[config.mk]
export PLATFORM = sky130hd
export DESIGN_NAME = ppa_port
export DESIGN_NICKNAME = d
export VERILOG_FILES = /design/src/rtl/ppa_port.v
export VERILOG_INCLUDE_DIRS = /design/src /design/src/rtl
export SDC_FILE = /design/constraint.sdc
export NUM_CORES = 1
export LEC_CHECK = 0
export ABC_AREA = 1
export BUFFER_PORTS_ARGS = -buffer_cell sky130_fd_sc_hd__buf_2
export CAP_MARGIN = 25
export CORE_MARGIN = 3
export CORE_UTILIZATION = 60
export DETAILED_ROUTE_END_ITERATION = 10
export PLACE_DENSITY = 0.84
export SLEW_MARGIN = 20
export SYNTH_ARGS = -nofsm -noshare
export SYNTH_HDL_FRONTEND = slang
export SYNTH_SLANG_ARGS = --single-unit
[constraint.sdc]
create_clock -name core_clk_i -period 3.64 [get_ports core_clk_i]
set_clock_uncertainty 0.15 [all_clocks]
set_input_delay 0.728 -clock core_clk_i [delete_from_list [all_inputs] [get_ports core_clk_i]]
set_output_delay 0.728 -clock core_clk_i [all_outputs]
set_load 0.01 [all_outputs]
[src/rtl/ppa_map.vh]
`ifndef PPA_MAP_VH
`define PPA_MAP_VH
// register byte offsets
`define PPA_OFF_ADDR 12'h000
`define PPA_OFF_PEN 12'h004
`define PPA_OFF_STAT 12'h008
`define PPA_OFF_PAD 12'h00C
`define PPA_OFF_CTRL 12'h010
`define PPA_OFF_IRQ_STAT 12'h014
`define PPA_OFF_IRQ_MASK 12'h018
// address register fields
`define PPA_ADDR_TOP 15
`define PPA_ADDR_CS 14
`define PPA_ADDR_MASK 16'h3FFF
`define PPA_ADDR_IMPL 16'hFFFF
// pin enable fields
`define PPA_PEN_IMPL 16'h47FF
`define PPA_PEN_SEL 14
`define PPA_PEN_MID_MASK 16'h07FC
`define PPA_PEN_LATCH_MASK 16'h0003
// status fields
`define PPA_ST_IBF 15
`define PPA_ST_INBUF_OVERFLOW 14
`define PPA_ST_OBE 7
`define PPA_ST_OUTBUF_UNDERFLOW 6
// pad config fields
`define PPA_PAD_IMPL 16'h0003
`define PPA_PAD_TTL 0
`define PPA_PAD_CAL 1
// control register: [1:0] port mode, [3:2] select fn, [5:4] irq mode
`define PPA_CTRL_IMPL 16'h003F
`define PPA_MODE_ADDR_SLAVE 2'b01
`define PPA_CSF_SELECT 2'b10
`define PPA_IRQM_BUF3 2'b11
// irq status bits
`define PPA_IRQ_OVF 0
`define PPA_IRQ_UNF 1
`define PPA_IRQ_B3 2
`define PPA_IRQ_W 3
`endif

[src/rtl/ppa_port.v]
// Functional notes
// - address register drives external address lines
// - chip select bit drives chip select active
// - pad fourteen enable: address14 or select
// - mid pad enables give address lines
// - latch pad enables: address1:0 or strobes
// - small variants omit mid address pads
// - all-full set only when all slots full
// - host write to full slot sets overflow
// - slot full set by host, cleared by read
// - all-empty status, resets to one
// - host read of empty sets underflow
// - slot empty cleared by write, reset one
// - threshold bit selects ttl or schmitt
// - calendar output select, gated by enable
// - unimplemented bits ignore writes, read zero
// - port mode 01 is addressable slave
// - select function 10 makes pad chip select
// - irq mode 11 fires on slot three access
//
// Our own choices: the register offsets and the APB interface to the registers.
`include "ppa_map.vh"
`default_nettype none
module ppa_port #(
  parameter HAS_MID_PADS = 1
) (
  input wire core_clk_i,
  input wire rst_b_i,
  input wire psel_i,
  input wire penable_i,
  input wire pwrite_i,
  input wire [11:0] paddr_i,
  input wire [31:0] pwdata_i,
  output reg [31:0] prdata_o,
  output reg pready_o,
  output reg pslverr_o,
  input wire host_wr_i,
  input wire host_rd_i,
  input wire [1:0] host_addr_i,
  input wire [7:0] host_data_i,
  output reg [7:0] host_data_o,
  input wire cal_second_i,
  input wire cal_alarm_i,
  input wire calendar_out_enable_i,
  output reg calendar_pin_o,
  output reg [15:0] addr_pads_o,
  output reg [15:0] addr_pad_func_o,
  output reg chip_select_out_o,
  output reg input_threshold_select_o,
  output reg irq_o
);
  reg [15:0] addr_reg;
  reg [15:0] pen_reg;
  reg [1:0] pad_reg;
  reg [5:0] ctrl_reg;
  reg [3:0] irq_stat_reg;
  reg [3:0] irq_mask_reg;
  reg [3:0] in_full_reg;
  reg [3:0] out_empty_reg;
  reg inbuf_overflow_reg;
  reg outbuf_underflow_reg;
  reg [7:0] in_buf_reg [0:3];
  reg [7:0] out_buf_reg [0:3];
  reg [2:0] wr_sync_reg;
  reg [2:0] rd_sync_reg;
  reg [1:0] ha_s1_reg;
  reg [1:0] ha_s2_reg;
  reg [7:0] hd_s1_reg;
  reg [7:0] hd_s2_reg;
  reg [1:0] wr_ptr_reg;
  reg [1:0] rd_ptr_reg;
  wire acc = psel_i & penable_i;
  wire wr = acc & pwrite_i;
  wire rd = acc & ~pwrite_i;
  wire [11:0] off = {paddr_i[11:2], 2'b00};
  wire mapped = (off <= `PPA_OFF_IRQ_MASK) | (off[11:4] == 8'h04);
  wire addr_slave = ctrl_reg[1:0] == `PPA_MODE_ADDR_SLAVE;
  // host strobes act on their rising edge after two flops
  wire hwr = wr_sync_reg[1] & ~wr_sync_reg[2];
  wire hrd = rd_sync_reg[1] & ~rd_sync_reg[2];
  wire [1:0] hw_slot = addr_slave ? ha_s2_reg : wr_ptr_reg;
  wire [1:0] hr_slot = addr_slave ? ha_s2_reg : rd_ptr_reg;
  wire [15:0] stat_val;
  wire [3:0] ev;
  wire [15:0] pen_eff;
  wire [15:0] mid_keep = HAS_MID_PADS ? 16'hFFFF : ~`PPA_PEN_MID_MASK;
  assign pen_eff = pen_reg & mid_keep;
  assign stat_val = {&in_full_reg, inbuf_overflow_reg, 2'b00, in_full_reg,
    &out_empty_reg, outbuf_underflow_reg, 2'b00, out_empty_reg};
  assign ev[`PPA_IRQ_OVF] = hwr & in_full_reg[hw_slot];
  assign ev[`PPA_IRQ_UNF] = hrd & out_empty_reg[hr_slot];
  assign ev[`PPA_IRQ_B3] = (ctrl_reg[5:4] == `PPA_IRQM_BUF3) &
    (hwr | hrd) & (addr_slave ? (ha_s2_reg == 2'b11) :
    (hwr ? wr_ptr_reg == 2'b11 : rd_ptr_reg == 2'b11));
  assign ev[`PPA_IRQ_W] = hwr | hrd;
  wire [1:0] cpu_slot = paddr_i[3:2];
  wire cpu_in_rd = rd & (off[11:4] == 8'h04);
  wire cpu_out_wr = wr & (off[11:4] == 8'h04);
  integer i;
  always @(posedge core_clk_i) begin
    if (!rst_b_i) begin
      wr_sync_reg <= 3'b000;
      rd_sync_reg <= 3'b000;
      ha_s1_reg <= 2'b00;
      ha_s2_reg <= 2'b00;
      hd_s1_reg <= 8'h00;
      hd_s2_reg <= 8'h00;
    end else begin
      wr_sync_reg <= {wr_sync_reg[1:0], host_wr_i};
      rd_sync_reg <= {rd_sync_reg[1:0], host_rd_i};
      ha_s1_reg <= host_addr_i;
      ha_s2_reg <= ha_s1_reg;
      hd_s1_reg <= host_data_i;
      hd_s2_reg <= hd_s1_reg;
    end
  end
  always @(posedge core_clk_i) begin
    if (!rst_b_i) begin
      addr_reg <= 16'h0000;
      pen_reg <= 16'h0000;
      pad_reg <= 2'b00;
      ctrl_reg <= 6'h00;
      irq_mask_reg <= 4'h0;
      irq_stat_reg <= 4'h0;
      in_full_reg <= 4'h0;
      out_empty_reg <= 4'hF;
      inbuf_overflow_reg <= 1'b0;
      outbuf_underflow_reg <= 1'b0;
      wr_ptr_reg <= 2'b00;
      rd_ptr_reg <= 2'b00;
      prdata_o <= 32'h0000_0000;
      pready_o <= 1'b0;
      pslverr_o <= 1'b0;
      host_data_o <= 8'h00;
      for (i = 0; i < 4; i = i + 1) begin
        in_buf_reg[i] <= 8'h00;
        out_buf_reg[i] <= 8'h00;
      end
    end else begin
      pready_o <= psel_i & ~pready_o;
      pslverr_o <= psel_i & ~pready_o & ~mapped;
      // writes mask unimplemented bits
      if (wr & pready_o) begin
        case (off)
          `PPA_OFF_ADDR: addr_reg <= pwdata_i[15:0] & `PPA_ADDR_IMPL;
          `PPA_OFF_PEN: pen_reg <= pwdata_i[15:0] & `PPA_PEN_IMPL;
          `PPA_OFF_PAD: pad_reg <= pwdata_i[1:0];
          `PPA_OFF_CTRL: ctrl_reg <= pwdata_i[5:0];
          `PPA_OFF_IRQ_MASK: irq_mask_reg <= pwdata_i[3:0];
          default: ;
        endcase
      end
      // flags: hardware set wins over software clear
      if (wr & pready_o & (off == `PPA_OFF_STAT)) begin
        if (!pwdata_i[`PPA_ST_INBUF_OVERFLOW])
          inbuf_overflow_reg <= 1'b0;
        if (!pwdata_i[`PPA_ST_OUTBUF_UNDERFLOW])
          outbuf_underflow_reg <= 1'b0;
      end
      if (ev[`PPA_IRQ_OVF])
        inbuf_overflow_reg <= 1'b1;
      if (ev[`PPA_IRQ_UNF])
        outbuf_underflow_reg <= 1'b1;
      // slot full flags
      if (cpu_in_rd & pready_o)
        in_full_reg[cpu_slot] <= 1'b0;
      if (hwr & ~in_full_reg[hw_slot]) begin
        in_full_reg[hw_slot] <= 1'b1;
        in_buf_reg[hw_slot] <= hd_s2_reg;
      end
      if (hwr & ~addr_slave)
        wr_ptr_reg <= wr_ptr_reg + 2'b01;
      // slot empty flags
      if (cpu_out_wr & pready_o) begin
        out_empty_reg[cpu_slot] <= 1'b0;
        out_buf_reg[cpu_slot] <= pwdata_i[7:0];
      end
      if (hrd) begin
        host_data_o <= out_buf_reg[hr_slot];
        out_empty_reg[hr_slot] <= 1'b1;
        if (~addr_slave)
          rd_ptr_reg <= rd_ptr_reg + 2'b01;
      end
      // read clears irq status, new events still win
      if (rd & pready_o & (off == `PPA_OFF_IRQ_STAT))
        irq_stat_reg <= ev;
      else
        irq_stat_reg <= irq_stat_reg | ev;
      // read data is latched in the setup cycle so it stands with pready
      if (psel_i & ~penable_i & ~pwrite_i & ~pready_o) begin
        case (off)
          `PPA_OFF_ADDR: prdata_o <= {16'h0000, addr_reg};
          `PPA_OFF_PEN: prdata_o <= {16'h0000, pen_reg};
          `PPA_OFF_STAT: prdata_o <= {16'h0000, stat_val};
          `PPA_OFF_PAD: prdata_o <= {30'h0000_0000, pad_reg};
          `PPA_OFF_CTRL: prdata_o <= {26'h000_0000, ctrl_reg};
          `PPA_OFF_IRQ_STAT: prdata_o <= {28'h000_0000, irq_stat_reg};
          `PPA_OFF_IRQ_MASK: prdata_o <= {28'h000_0000, irq_mask_reg};
          default: prdata_o <= mapped ?
            {24'h00_0000, in_buf_reg[cpu_slot]} : 32'h0000_0000;
        endcase
      end
    end
  end
  // pad outputs, registered
  always @(posedge core_clk_i) begin
    if (!rst_b_i) begin
      addr_pads_o <= 16'h0000;
      addr_pad_func_o <= 16'h0000;
      chip_select_out_o <= 1'b0;
      input_threshold_select_o <= 1'b0;
      calendar_pin_o <= 1'b0;
      irq_o <= 1'b0;
    end else begin
      addr_pads_o <= {addr_reg[`PPA_ADDR_TOP],
        (ctrl_reg[3:2] == `PPA_CSF_SELECT) ? addr_reg[`PPA_ADDR_CS] :
        addr_reg[`PPA_ADDR_CS], addr_reg[13:0]};
      addr_pad_func_o <= {1'b0, pen_eff[`PPA_PEN_SEL], 3'b000,
        pen_eff[10:0]};
      chip_select_out_o <= pen_eff[`PPA_PEN_SEL] &
        (ctrl_reg[3:2] == `PPA_CSF_SELECT) & addr_reg[`PPA_ADDR_CS];
      input_threshold_select_o <= pad_reg[`PPA_PAD_TTL];
      calendar_pin_o <= calendar_out_enable_i &
        (pad_reg[`PPA_PAD_CAL] ? cal_second_i : cal_alarm_i);
      irq_o <= |((irq_stat_reg | ev) & irq_mask_reg);
    end
  end
endmodule // ppa_port
`default_nettype wire

After elaboration in Yosys (flattened, before gate mapping)
Memory sizes are Yosys's and may differ from the RTL's. A register that Yosys moved wholly into a read port is not among the register bits.
Index checks and enable logic that the tools add are counted.
{ "totals": {"register_bits": 154, "ramBits": 64, "in_bits": 64, "output_inout_bits": 78, "mem_count": 2} }
{ "classes": {"addsub": 2, "n_lt_le_gt_ge": 7, "eq_ne": 15, "n_mux": 43, "bitwise_logic": 44, "reduce_logical": 20} }
{ "memory_table": {"columns": ["name", "words", "width", "rd", "rd_clocked_by_memory_dff", "wr", "line_no", "rtl"], "rows": [
  ["in_buf_reg", 4, 8, 1, 0, 4, "ppa_port.v:62", "reg [7:0] in_buf_reg [0:3];"],
  ["out_buf_reg", 4, 8, 1, 1, 4, "ppa_port.v:63", "reg [7:0] out_buf_reg [0:3];"]
]} }
{ "op_table": {"columns": ["op", "n"], "rows": [
  ["$pmux W16 S7", 1],
  ["$eq A10 B3 Y1 const B", 3],
  ["$mux W4", 7],
  ["$and A1 B1 Y1", 27],
  ["$mux W8", 3],
  ["$mux W1", 23],
  ["$eq A10 B2 Y1 const B", 2],
  ["$reduce_and A2 Y1", 8],
  ["$reduce_or A8 Y1", 2],
  ["$and A4 B4 Y4", 3],
  ["$le A12 B5 Y1 const B", 1],
  ["$logic_not A12 Y1", 1],
  ["$or A4 B4 Y4", 3],
  ["$eq A10 B1 Y1 const B", 1],
  ["$eq A2 B2 Y1 const B", 5],
  ["$lt A2 B3 Y1 const B", 3],
  ["$eq A8 B3 Y1 const B", 1],
  ["$mux W2", 4],
  ["$not A1 Y1", 8],
  ["$reduce_and A4 Y1", 2],
  ["$demux W1 S2", 3],
  ["$ge A2 B1 Y1 const B", 3],
  ["$add A2 B1 Y2 const B", 2],
  ["$bmux W1 S2", 2],
  ["8 further kinds", 13]
]} }

Depth between registers and ports, before layout
Gate-level depths: netlist (run 1).
{ "depth": {"depth_word": 11, "ltp_mapped": 13, "mapped_depth_nobuf": 13} }

Worst setup path before layout (run 1)
Ideal clock, no wire load.
{ "synth_timing": {"kind": "input-to-reg", "startpoint": "input port paddr_i[8]", "endpoint": "memory out_buf_reg[0][0], enable pin", "arrival_time_ns": 1.830, "required_time_ns": 3.161, "setup_slack_ns": 1.331, "path_stages": 7, "path_cell_list": "nor2_1 > nand2_1 > nor2_4 > inv_2 > nor3_4 > nand2_1 > nand2_1"} }
{ "synth_rtl": {"columns": ["element", "line_no", "rtl"], "rows": [
  ["from (decl)", "ppa_port.v:32", "input wire [11:0] paddr_i,"],
  ["to (decl)", "ppa_port.v:63", null]
]} }

Worst setup path in the final report (run 1)
{ "layout_timing": {"startpoint": "input port paddr_i[8]", "endpoint": "register addr_reg[14]"} }
{ "layout_via": {"elab_chain_cells": 2} }
{ "layout_lines": {"columns": ["element", "line_no", "rtl"], "rows": [
  ["$logic_not A12 Y1", "ppa_port.v:144", "case (off)"],
  ["$reduce_and A2 Y1 (no source line)", null, null],
  ["to (signal assigned)", "ppa_port.v:145", "`PPA_OFF_ADDR: addr_reg <= pwdata_i[15:0] & `PPA_ADDR_IMPL;"],
  ["to (decl)", "ppa_port.v:52", "reg [15:0] addr_reg;"]
]} }
Every way passes these cells.
A chain may end at the register's enable or synchronous reset.

==> results of run 1 <==
routing by layer:
layer	GRT usage [%]	vias to the layer above	wire length (um)
met5	0	-	0
met2	43.2	365	9820
met1	33.4	3331	8090
met3	5.03	84	2040
met4	11.1	0	1040
li1	-	3499	-
final timing paths:
path,from,endpoint,slack (ps),cells after the start
worst max-delay path,paddr_i[8],addr_reg[14],940,9
worst min-delay path,hd_s1_reg[4],hd_s2_reg[4],250,2
worst max register to register,pready_o,addr_reg[14],1050,6
worst min register to register,hd_s1_reg[4],hd_s2_reg[4],250,2
cell usage after synthesis, drive strengths merged (4+ instances only):
| cell | instances | share of area (%) |
|---|---|---|
| clkbuf | 30 | 1.3 |
| nor2 | 128 | 6.2 |
| edfxtp | 64 | 22 |
| o221ai | 4 | 0.41 |
| buf | 23 | 2.0 |
| a22oi | 13 | 1.1 |
| o21ai | 54 | 3.2 |
| nor3 | 11 | 0.78 |
| a21oi | 68 | 4.0 |
| nand3 | 62 | 4.1 |
| nand2 | 259 | 12 |
| inv | 166 | 7.3 |
| o211ai | 5 | 0.44 |
| dfxtp | 142 | 33 |
| nand4 | 16 | 1.2 |
logic make-up after synthesis:
| family | count (synthesis) | share of synthesized area (%) |
|---|---|---|
| AOI/OAI and AO/OA | 145 | 9.26 |
| buffers and inverters | 221 | 10.7 |
| other | 1 | 0.0439 |
| DFF | 206 | 55.8 |
| and+or+nand+nor | 479 | 24.2 |
area by class of cell:
class / instances / share of cell area, %
Sequential cell: 206 / 48.7
Multi-Input combinational cell: 644 / 30.0
Inverter: 168 / 6.44
Clock buffer: 29 / 6.20
Timing Repair Buffer: 113 / 6.06
Tap cell: 176 / 2.25
Clock inverter: 7 / 0.409
power by group through the flow:
| stage | clock network, mW | logic, mW | registers [mW] |
|---|---|---|---|
| 2_1_floorplan | 0 | 0.162 | 2.48 |
| 3_3_place_gp | 0 | 0.237 | 2.48 |
| 3_5_place_dp | 0 | 0.243 | 2.48 |
| 4_1_cts | 2.03 | 0.246 | 2.43 |
| 5_1_grt | 2.10 | 0.275 | 2.43 |
| 6_report | 2.01 | 0.248 | 2.43 |
worst max-delay path, stage by stage:
cell	delay, ps
buf_2	90
nor2_1	290
nand2_2	180
nor2_4	220
nand2_2	140
inv_2	300
nand2_1	520
o21ai_0	340
a21oi_1	60
stage by stage:
step           std cells  cell area, sq um  hold slack, ps  setup slack, ps
2_1_floorplan       1071              8610             240             1330
3_3_place_gp        1307              9150             243              640
3_5_place_dp        1307              9150             245              510
4_1_cts             1343              9790             256             1010
5_1_grt             1343              9790             269              694
6_report            1343              9790             253              943
==> results.md, run 1 <==
* Die Area at 15700 sq um
* Slew margin rel. at 48.2%
* Post-synth cell types at 32
* Chip height at 125 um
* Cells resized by post-CTS repair at 0
* Worst Setup Start Kind: input pin
* Element type at the critical path end: flop
* Max Clock Freq at 371 MHz
* Fin crit share at 74.1%
* Area of the multi-input gates at 2940 sq um
* Drc violations at 0
* Combinational power share at 5.3%
* Pre-antenna DRT Iters at 7
* Flops & latches, synth at 206
* Status: finished clean
* Synthesized instance count at 1052
* Wire length per cell at 15.6 um
* Setup TNS at 0 ps
* Psw at 1.04 mW
* FF/Latch Area at 4760 sq um
* Final Power at 4.68 mW
* Synthesis Warnings at 0
* Max cap viols at 0
* Number of flops mapped to enable cells by yosys at 64
* Clock root cell: clkbuf_16
* Arr. time, crit path at 2890 ps
* Worst-case clock buffer depth at 3
* Total Routing Usage GR at 26.0%
* Final core area utilization at 72.2%
* Static Leak at 4.63 nW
* Final setup fails at 0
* # rows at 42
* Crit Path Class: in -> reg
* H-tree Lvls at 1
* Worst-path clk slew at 60 ps
* Final wirelength at 21.0 mm
* Antenna cell count at 0
* CTS sink cnt at 206
* Commonest non-fill, non-tap cells in the layout: nand2_1 (250), inv_1 (159), dfxtp_1 (142)
* Port bufs at 103
* Initial Util at 63.0%
* Most common cell after layout, fill and taps aside: nand2_1
* Final GP Congestion at 0.979
* Fraction of registers with async set/reset at 0%
* Fin nets at 1217
* I/O pin count at 142
* Total CTS buffers at 20
* Core area at 13600 sq um
* Layout cells sized above 1 at 14.9%
* Initial antenna violation count at 0
* Peak supply drop at 320 uV
* WP data required at 3830 ps
* Post-Syn Area per Cell at 8.12 sq um
* Sequential fraction of the synthesis area at 55.8%
* Hpwl dp at 14.7 mm
* First-pass GRT wire length at 33.1 mm
* Fin. Hold Viols at 0
* Post-CTS Setup Bufs at 0
* Chip Width at 125 um
* Vias at 7279
* CTS tree: yes
* Vias in the first global route at 6821
* Unrepaired setup endpoints after global routing: false
* First DRT Iteration DRCs at 681
* Area grow syn2layout at 14.6%
* Share of power burned in the clock network at 42.8%
* Avg Vias per Cell at 5.42
* Min-Delay Path Class: reg -> reg
* Synth Flop Type: dfxtp_1
* Clk Latency, worst-skew pair at 490 ps
* Final-layout fill cell count at 1039
* Switch share at 22.2%
* CP max FO at 22
* Total gr overflow at 0
* Measured slew at the worst slew-check pin at 774 ps
* Seq pwr share at 51.9%
* Pin count of the biggest net entering global routing at 64
* Fin. max-slew vios at 0
* Internal Power at 3.64 mW
* PD cells at 478 nW/um^2
* Fin crit period at 2700 ps
* Post-CTS Hold Buffers at 0
* Post-route ant nets at 0
* Synthesized cell area at 8540 sq um
No activity file was read; power rests on OpenSTA's default activity.
==> run 2, diff against run 1 <==
Settings changed: ABC_AREA 1 to 0, CORE_UTILIZATION 60 to 56, PLACE_DENSITY 0.84 to 0.79.
Clock period 3.64 ns to 2.54 ns, I/O delays scaled along.
==> run 2 against run 1 <==
Net effect: total power up 45%; global-route usage is 2.5 points lower; setup slack worse by 750 ps; critical path depth fell by 3; clock power grew 44%; largest cell class unchanged.
==> results.md, run 2 <==
* Number of flops mapped to enable cells by yosys at 64 (unchanged)
* Arr. time, crit path at 2550 ps (was 2890 ps)
* Die Area at 16600 sq um (was 15700 sq um)
* Pre-antenna DRT Iters at 5 (was 7)
* Worst path top cell family by delay: multiplexers (was simple AND/OR/NAND/NOR gates)
* Slew margin rel. at 62.2% (was 48.2%)
* Post-Syn Area per Cell at 10.5 sq um (was 8.12 sq um)
* Synthesis Warnings at 0 (unchanged)
* Worst R2R Path Depth at 6 (unchanged)
* Cell with the most instances after synthesis: dfxtp_1 (was nand2_1)
* Synthesized instance count at 805 (was 1052)
* Unrepaired setup endpoints after global routing: false (unchanged)
* Flops & latches, synth at 206 (unchanged)
* Leading area contributor after synthesis: dfxtp_1 (unchanged)
* Crit path depth at 6 (was 9)
* Top post-synthesis cells by count: dfxtp_1 (142), and2_1 (112), nand2_1 (112) (was nand2_1 (250), inv_1 (159), dfxtp_1 (142))
* Synth Flop Type: dfxtp_1 (unchanged)
* Largest family of logic cells by synthesized area: simple AND/OR/NAND/NOR gates (unchanged)
* I/O pin count at 142 (unchanged)
* Worst Setup Start Kind: flop (was input pin)
* Synthesized cell area at 8450 sq um (was 8540 sq um)
* Post-CTS Setup Bufs at 0 (unchanged)
* CTS sink cnt at 206 (unchanged)
* Finished Cell Area at 10000 sq um (was 9790 sq um)
* Synth Area in Compound Gates at 8.63% (was 9.26%)
* Yosys top cell area share at 33.6% (was 33.3%)
* DP Area at 9370 sq um (was 9150 sq um)
* Fraction of registers with async set/reset at 0% (unchanged)
* # rows at 44 (was 42)
* Final-layout fill cell count at 1105 (was 1039)
* Static Leak at 4.06 nW (was 4.63 nW)
* HP Start: host_addr_i[0] (was hd_s1_reg[4])
* Total gr overflow at 0 (unchanged)
* Area grow syn2layout at 18.5% (was 14.6%)
* Peak supply drop at 553 uV (was 320 uV)
* Fin. max-slew vios at 0 (unchanged)
* Final GP Congestion at 0.903 (was 0.979)
* Mux contribution to synthesized area at 8.41% (was 0%)
* Min-Delay Path Class: in -> reg (was reg -> reg)
* First-pass GRT wire length at 31.2 mm (was 33.1 mm)
* Wire length per cell at 17.8 um (was 15.6 um)
* Vias at 6387 (was 7279)
* Final core area utilization at 68.4% (was 72.2%)
* Final wirelength at 20.1 mm (was 21.0 mm)
* Commonest non-fill, non-tap cells in the layout: dfxtp_1 (142), nand2_1 (112), and2_1 (112) (was nand2_1 (250), inv_1 (159), dfxtp_1 (142))
* Slowest cell on the critical path: mux4_2 (was nand2_1)
* Fin. Hold Viols at 0 (unchanged)
* Crit Path Class: reg -> reg (was in -> reg)
* Hpwl dp at 14.0 mm (was 14.7 mm)
* Top cells by area, synth: dfxtp_1 (34%), edfxtp_1 (23%), and2_1 (8.3%) (was dfxtp_1 (33%), edfxtp_1 (22%), nand2_1 (11%))
* Worst-case clock buffer depth at 3 (unchanged)
* Most common cell after layout, fill and taps aside: dfxtp_1 (was nand2_1)
* Core area at 14600 sq um (was 13600 sq um)
* Measured slew at the worst slew-check pin at 567 ps (was 774 ps)
* Layout cells sized above 1 at 23.2% (was 14.9%)
* Cells resized by post-CTS repair at 0 (unchanged)
* Worst-path cell chain: nand2b_1 -> a21oi_1 -> mux4_2 -> nor2_1 -> buf_4 -> and2_1 (was buf_2 -> nor2_1 -> nand2_2 -> nor2_4 -> nand2_2 -> inv_2 -> nand2_1 -> o21ai_0 -> a21oi_1)
* First DRT Iteration DRCs at 505 (was 681)
* Initial Util at 57.7% (was 63.0%)
* WP data required at 2740 ps (was 3830 ps)
* Buffers and inverters on the worst path at 1 (was 2)
* Initial antenna violation count at 1 (was 0)
* Clock root cell: clkbuf_16 (unchanged)
* Max stage delay on crit path at 600 ps (was 520 ps)
* Drc violations at 0 (unchanged)
* Post-route ant nets at 0 (unchanged)
* Post-synth cell types at 58 (was 32)
* Chip height at 129 um (was 125 um)
* Flop2flop setup slack at 190 ps (was 1050 ps)
* Status: finished clean (unchanged)
* Post-Synth Simple-Gate Area at 21.9% (was 24.2%)
* Pin count of the biggest net entering global routing at 36 (was 64)
* Sequential fraction of the synthesis area at 56.4% (was 55.8%)
* Post-CTS Hold Buffers at 0 (unchanged)
* H-tree Lvls at 1 (unchanged)
* PD cells at 676 nW/um^2 (was 478 nW/um^2)
* Vias in the first global route at 6064 (was 6821)
* Terminus of the critical flop-to-flop path: in_buf_reg[3][2] (was addr_reg[14])
* Clk Latency, worst-skew pair at 500 ps (was 490 ps)
* Worst-path clk slew at 60 ps (about the same)
* Max cap viols at 0 (unchanged)
* Final setup fails at 0 (unchanged)
* Antenna cell count at 0 (unchanged)
* Element type at the critical path end: flop (unchanged)
* Avg Vias per Cell at 5.66 (was 5.42)
* WHS Endpoint: ha_s1_reg[0] (was hd_s2_reg[4])
* Total CTS buffers at 21 (was 20)
* Fin nets at 995 (was 1217)
* Max Clock Freq at 426 MHz
* CTS tree: yes (unchanged)
* Adder-Cell Fraction of Synth Area at 0% (unchanged)
* Worst hold slack at 79.2 ps (was 253 ps)
* Chip Width at 129 um (was 125 um)
* Final Power at 6.77 mW (was 4.68 mW)
* R2r startpoint: ctrl_reg[0] (was pready_o)
* Total Routing Usage GR at 23.5% (was 26.0%)
* Fin crit share at 92.4%
* Port bufs at 103 (unchanged)
* Fin crit period at 2350 ps
* CP max FO at 8 (was 22)
* Synth Area in XOR/XNOR at 0.311% (was 0%)
* Hold Path Depth at 2 (unchanged)
==> run 2: changes by cell type after synthesis, sizes merged, moves of 18 or more <==
cell / delta
inv: -162
nand2: -147
and2: +112
nor2: -91
nand3: -41
o21ai: -35
mux2i: +26
mux4: +18
==> run 2: logic make-up after synthesis <==
logic type | count (synthesis)
AO/OA/AOI/OAI | 125
XOR/XNOR | 3
buffers and inverters | 73
flip-flops | 206
multiplexers | 48
other | 1
AND/OR/NAND/NOR | 349
==> run 2: power by group <==
part | total, mW | internal [mW] | switching [mW]
Combinational | 0.382 | 0.149 | 0.234
Clock | 2.90 | 1.69 | 1.21
Sequential | 3.49 | 3.46 | 0.0302
==> run 2: metal layers <==
metal  wire length (um)  up-vias  GRT usage (%)  part of all wire [%]
met5                 13        -              0                 0.065
met4                486        2           6.73                   2.4
met3               1490       48           4.61                   7.4
met2               9820      271           39.8                    49
met1               8260     3046           31.0                    41
li1                   -     3020              -                     -
==> run 2: final cells by class <==
cell class	instances	area (sq um)	share of cell area [%]
clock buffer	29	579	5.78
timing repair buffer	152	921	9.19
sequential	206	4760	47.6
clock inverter	7	65.1	0.650
inverter	5	18.8	0.187
tap	184	230	2.30
multi-input combinational	545	3440	34.3
==> run 2: through the flow <==
| stage | setup TNS, ps | setup slack, ps | instances |
|---|---|---|---|
| floorplan | -1280 | -39.9 | 824 |
| global placement | -5000 | -180 | 1092 |
| detailed placement | -5450 | -185 | 1092 |
| CTS | 0 | 210 | 1128 |
| global route | 0 | 71.7 | 1128 |
| finish | 0 | 193 | 1128 |
==> run 2: how the worst max path moves through the flow <==
stage                 from                end  slack, ps
6_report       ctrl_reg[0]   in_buf_reg[3][2]        190
5_1_grt        ctrl_reg[0]   in_buf_reg[0][7]         70
4_1_cts        ctrl_reg[0]   in_buf_reg[3][2]        210
3_5_place_dp    paddr_i[8]  out_buf_reg[0][2]       -180
3_3_place_gp    paddr_i[8]  out_buf_reg[0][1]       -180
2_1_floorplan   paddr_i[8]  out_buf_reg[0][0]        -40
==> run 3, diff against run 2 <==
Settings changed: CELL_PAD_IN_SITES_DETAIL_PLACEMENT set to 0, CELL_PAD_IN_SITES_GLOBAL_PLACEMENT set to 2, CORE_UTILIZATION 56 to 36, PLACE_DENSITY 0.79 to not set, PLACE_DENSITY_LB_ADDON set to 0.1.
==> run 3 against run 2 <==
Net effect: via count is 2.2% lower; first-iteration DRC count decreased by 31%; maximum frequency rose by 1.8%; critical path depth decreased by 1; sequential power hardly changed; utilization decreased by 23 points; non-clock buffer count rose by 9; largest cell class unchanged; highest routed layer is now met4.
==> results.md, run 3 (same netlist as run 2, synthesis figures left out) <==
* DP Cell Count at 1230 (was 1092)
* Drc violations at 0 (unchanged)
* First DRT Iteration DRCs at 348 (was 505)
* Total Routing Usage GR at 17.9% (was 23.5%)
* CP max FO at 8 (unchanged)
* Unrepaired setup endpoints after global routing: false (unchanged)
* PD cells at 730 nW/um^2 (was 676 nW/um^2)
* Most common cell after layout, fill and taps aside: dfxtp_1 (unchanged)
* Vias in the first global route at 6375 (was 6064)
* CTS sink cnt at 206 (unchanged)
* Static Leak at 4.20 nW (was 4.06 nW)
* Fin. Hold Viols at 0 (unchanged)
* Worst-path cell chain: nand4_2 -> or4b_1 -> or3_1 -> buf_4 -> o21ai_4 (was nand2b_1 -> a21oi_1 -> mux4_2 -> nor2_1 -> buf_4 -> and2_1)
* Clk Latency, worst-skew pair at 510 ps (was 500 ps)
* H-tree Lvls at 1 (unchanged)
* Arr. time, crit path at 2340 ps (was 2550 ps)
* Fin crit share at 90.7% (was 92.4%)
* Status: finished clean (unchanged)
* Initial Util at 37.0% (was 57.7%)
* Die Area at 25400 sq um (was 16600 sq um)
* Final Power at 7.64 mW (was 6.77 mW)
* Min-Delay Path Class: in -> reg (unchanged)
* Post-CTS Hold Buffers at 0 (unchanged)
* Total CTS buffers at 24 (was 21)
* Initial antenna violation count at 0 (was 1)
* Worst hold slack at 49.7 ps (was 79.2 ps)
* Pre-antenna DRT Iters at 5 (unchanged)
* Post-CTS Setup Bufs at 0 (unchanged)
* Fin. max-slew vios at 0 (unchanged)
* Flop2flop setup slack at 240 ps (was 190 ps)
* Max Clock Freq at 434 MHz (was 426 MHz)
* CTS tree: yes (unchanged)
* Area grow syn2layout at 23.7% (was 18.5%)
* Post-route ant nets at 0 (unchanged)
* Final GP Congestion at 0.828 (was 0.903)
* Avg Vias per Cell at 4.90 (was 5.66)
* Final wirelength at 23.2 mm (was 20.1 mm)
* Crit Path Class: reg -> reg (unchanged)
* Antenna cell count at 0 (unchanged)
* Worst Setup Start Kind: flop (unchanged)
* Total gr overflow at 0 (unchanged)
* Final setup fails at 0 (unchanged)
* Worst setup margin at 236 ps (was 193 ps)
* Pin count of the biggest net entering global routing at 37 (was 36)
* Finished Cell Area at 10500 sq um (was 10000 sq um)
* Worst-path clk slew at 60 ps (about the same)
* Measured slew at the worst slew-check pin at 546 ps (was 567 ps)
* Element type at the critical path end: flop (unchanged)
* Slew margin rel. at 63.5% (was 62.2%)
* Fin nets at 1007 (was 995)
* Non-filler cells, final at 1274 (was 1128)
* Port bufs at 103 (unchanged)
* Layout cells sized above 1 at 24.6% (was 23.2%)
* Slowest cell on the critical path: or4b_1 (was mux4_2)
* Cells resized by post-CTS repair at 0 (unchanged)
* Max stage delay on crit path at 580 ps (was 600 ps)
* DP Area at 9590 sq um (was 9370 sq um)
* Vias at 6245 (was 6387)
* Dpl ws at -223 ps (was -185 ps)
* Final core area utilization at 45.8% (was 68.4%)
* Wire length per cell at 18.2 um (was 17.8 um)
* Fin crit period at 2300 ps (was 2350 ps)
* I/O pin count at 142 (unchanged)
* Peak supply drop at 576 uV (was 553 uV)
* Setup TNS at 0 ps (unchanged)
* Max cap viols at 0 (unchanged)
* Worst-case clock buffer depth at 3 (unchanged)
* Hpwl dp at 16.9 mm (was 14.0 mm)
* Core area at 22800 sq um (was 14600 sq um)
* Chip height at 159 um (was 129 um)
* First-pass GRT wire length at 36.3 mm (was 31.2 mm)
* Commonest non-fill, non-tap cells in the layout: dfxtp_1 (142), nand2_1 (112), and2_1 (112) (unchanged)
* Clock root cell: clkbuf_16 (unchanged)
* WP data required at 2580 ps (was 2740 ps)
* # rows at 55 (was 44)
* Chip Width at 159 um (was 129 um)
## run 3: changes by cell type in the layout (fill, tap and decap cells not counted), sizes merged
cell,previous run,this run
inv,5,4
clkinvlp,1,4
bufinv,1,6
buf,152,161
clkinv,5,6
## run 3: power by group
| part | switching (mW) | internal [mW] |
|---|---|---|
| combinational | 0.240 | 0.155 |
| sequential | 0.0317 | 3.46 |
| clock | 1.35 | 2.40 |
| total | 1.62 | 6.01 |
## run 3: area by class of cell
cell class,instances,area (sq um)
clock buffer,29,641
clock inverter,15,228
fill,2200,12400
inverter,5,18.8
multi-input combinational,545,3440
sequential,206,4760
tap,313,392
timing repair buffer,161,976
## run 3: worst max-delay path: cells and delay by family, from the launching register on
kind	cells	cell delay [ps]
buffers and inverters	1	190
AOI/OAI and AO/OA	1	290
and+or+nand+nor	3	1010
DFF	1	340
## run 3: path summary, 6_finish.rpt
path	from	to	depth (start not counted)
max	pready_o	out_buf_reg[3][1]	5
min	host_data_i[0]	hd_s1_reg[0]	2
max reg2reg	pready_o	out_buf_reg[3][1]	5
min reg2reg	hd_s1_reg[1]	hd_s2_reg[1]	1
## run 3: metal layers
metal	routed length [um]	GRT usage, %	share of wire [%]
met5	0	0	0
met4	593	5.01	2.6
met3	1160	2.60	5.0
met2	11100	30.5	48
met1	10300	23.9	45
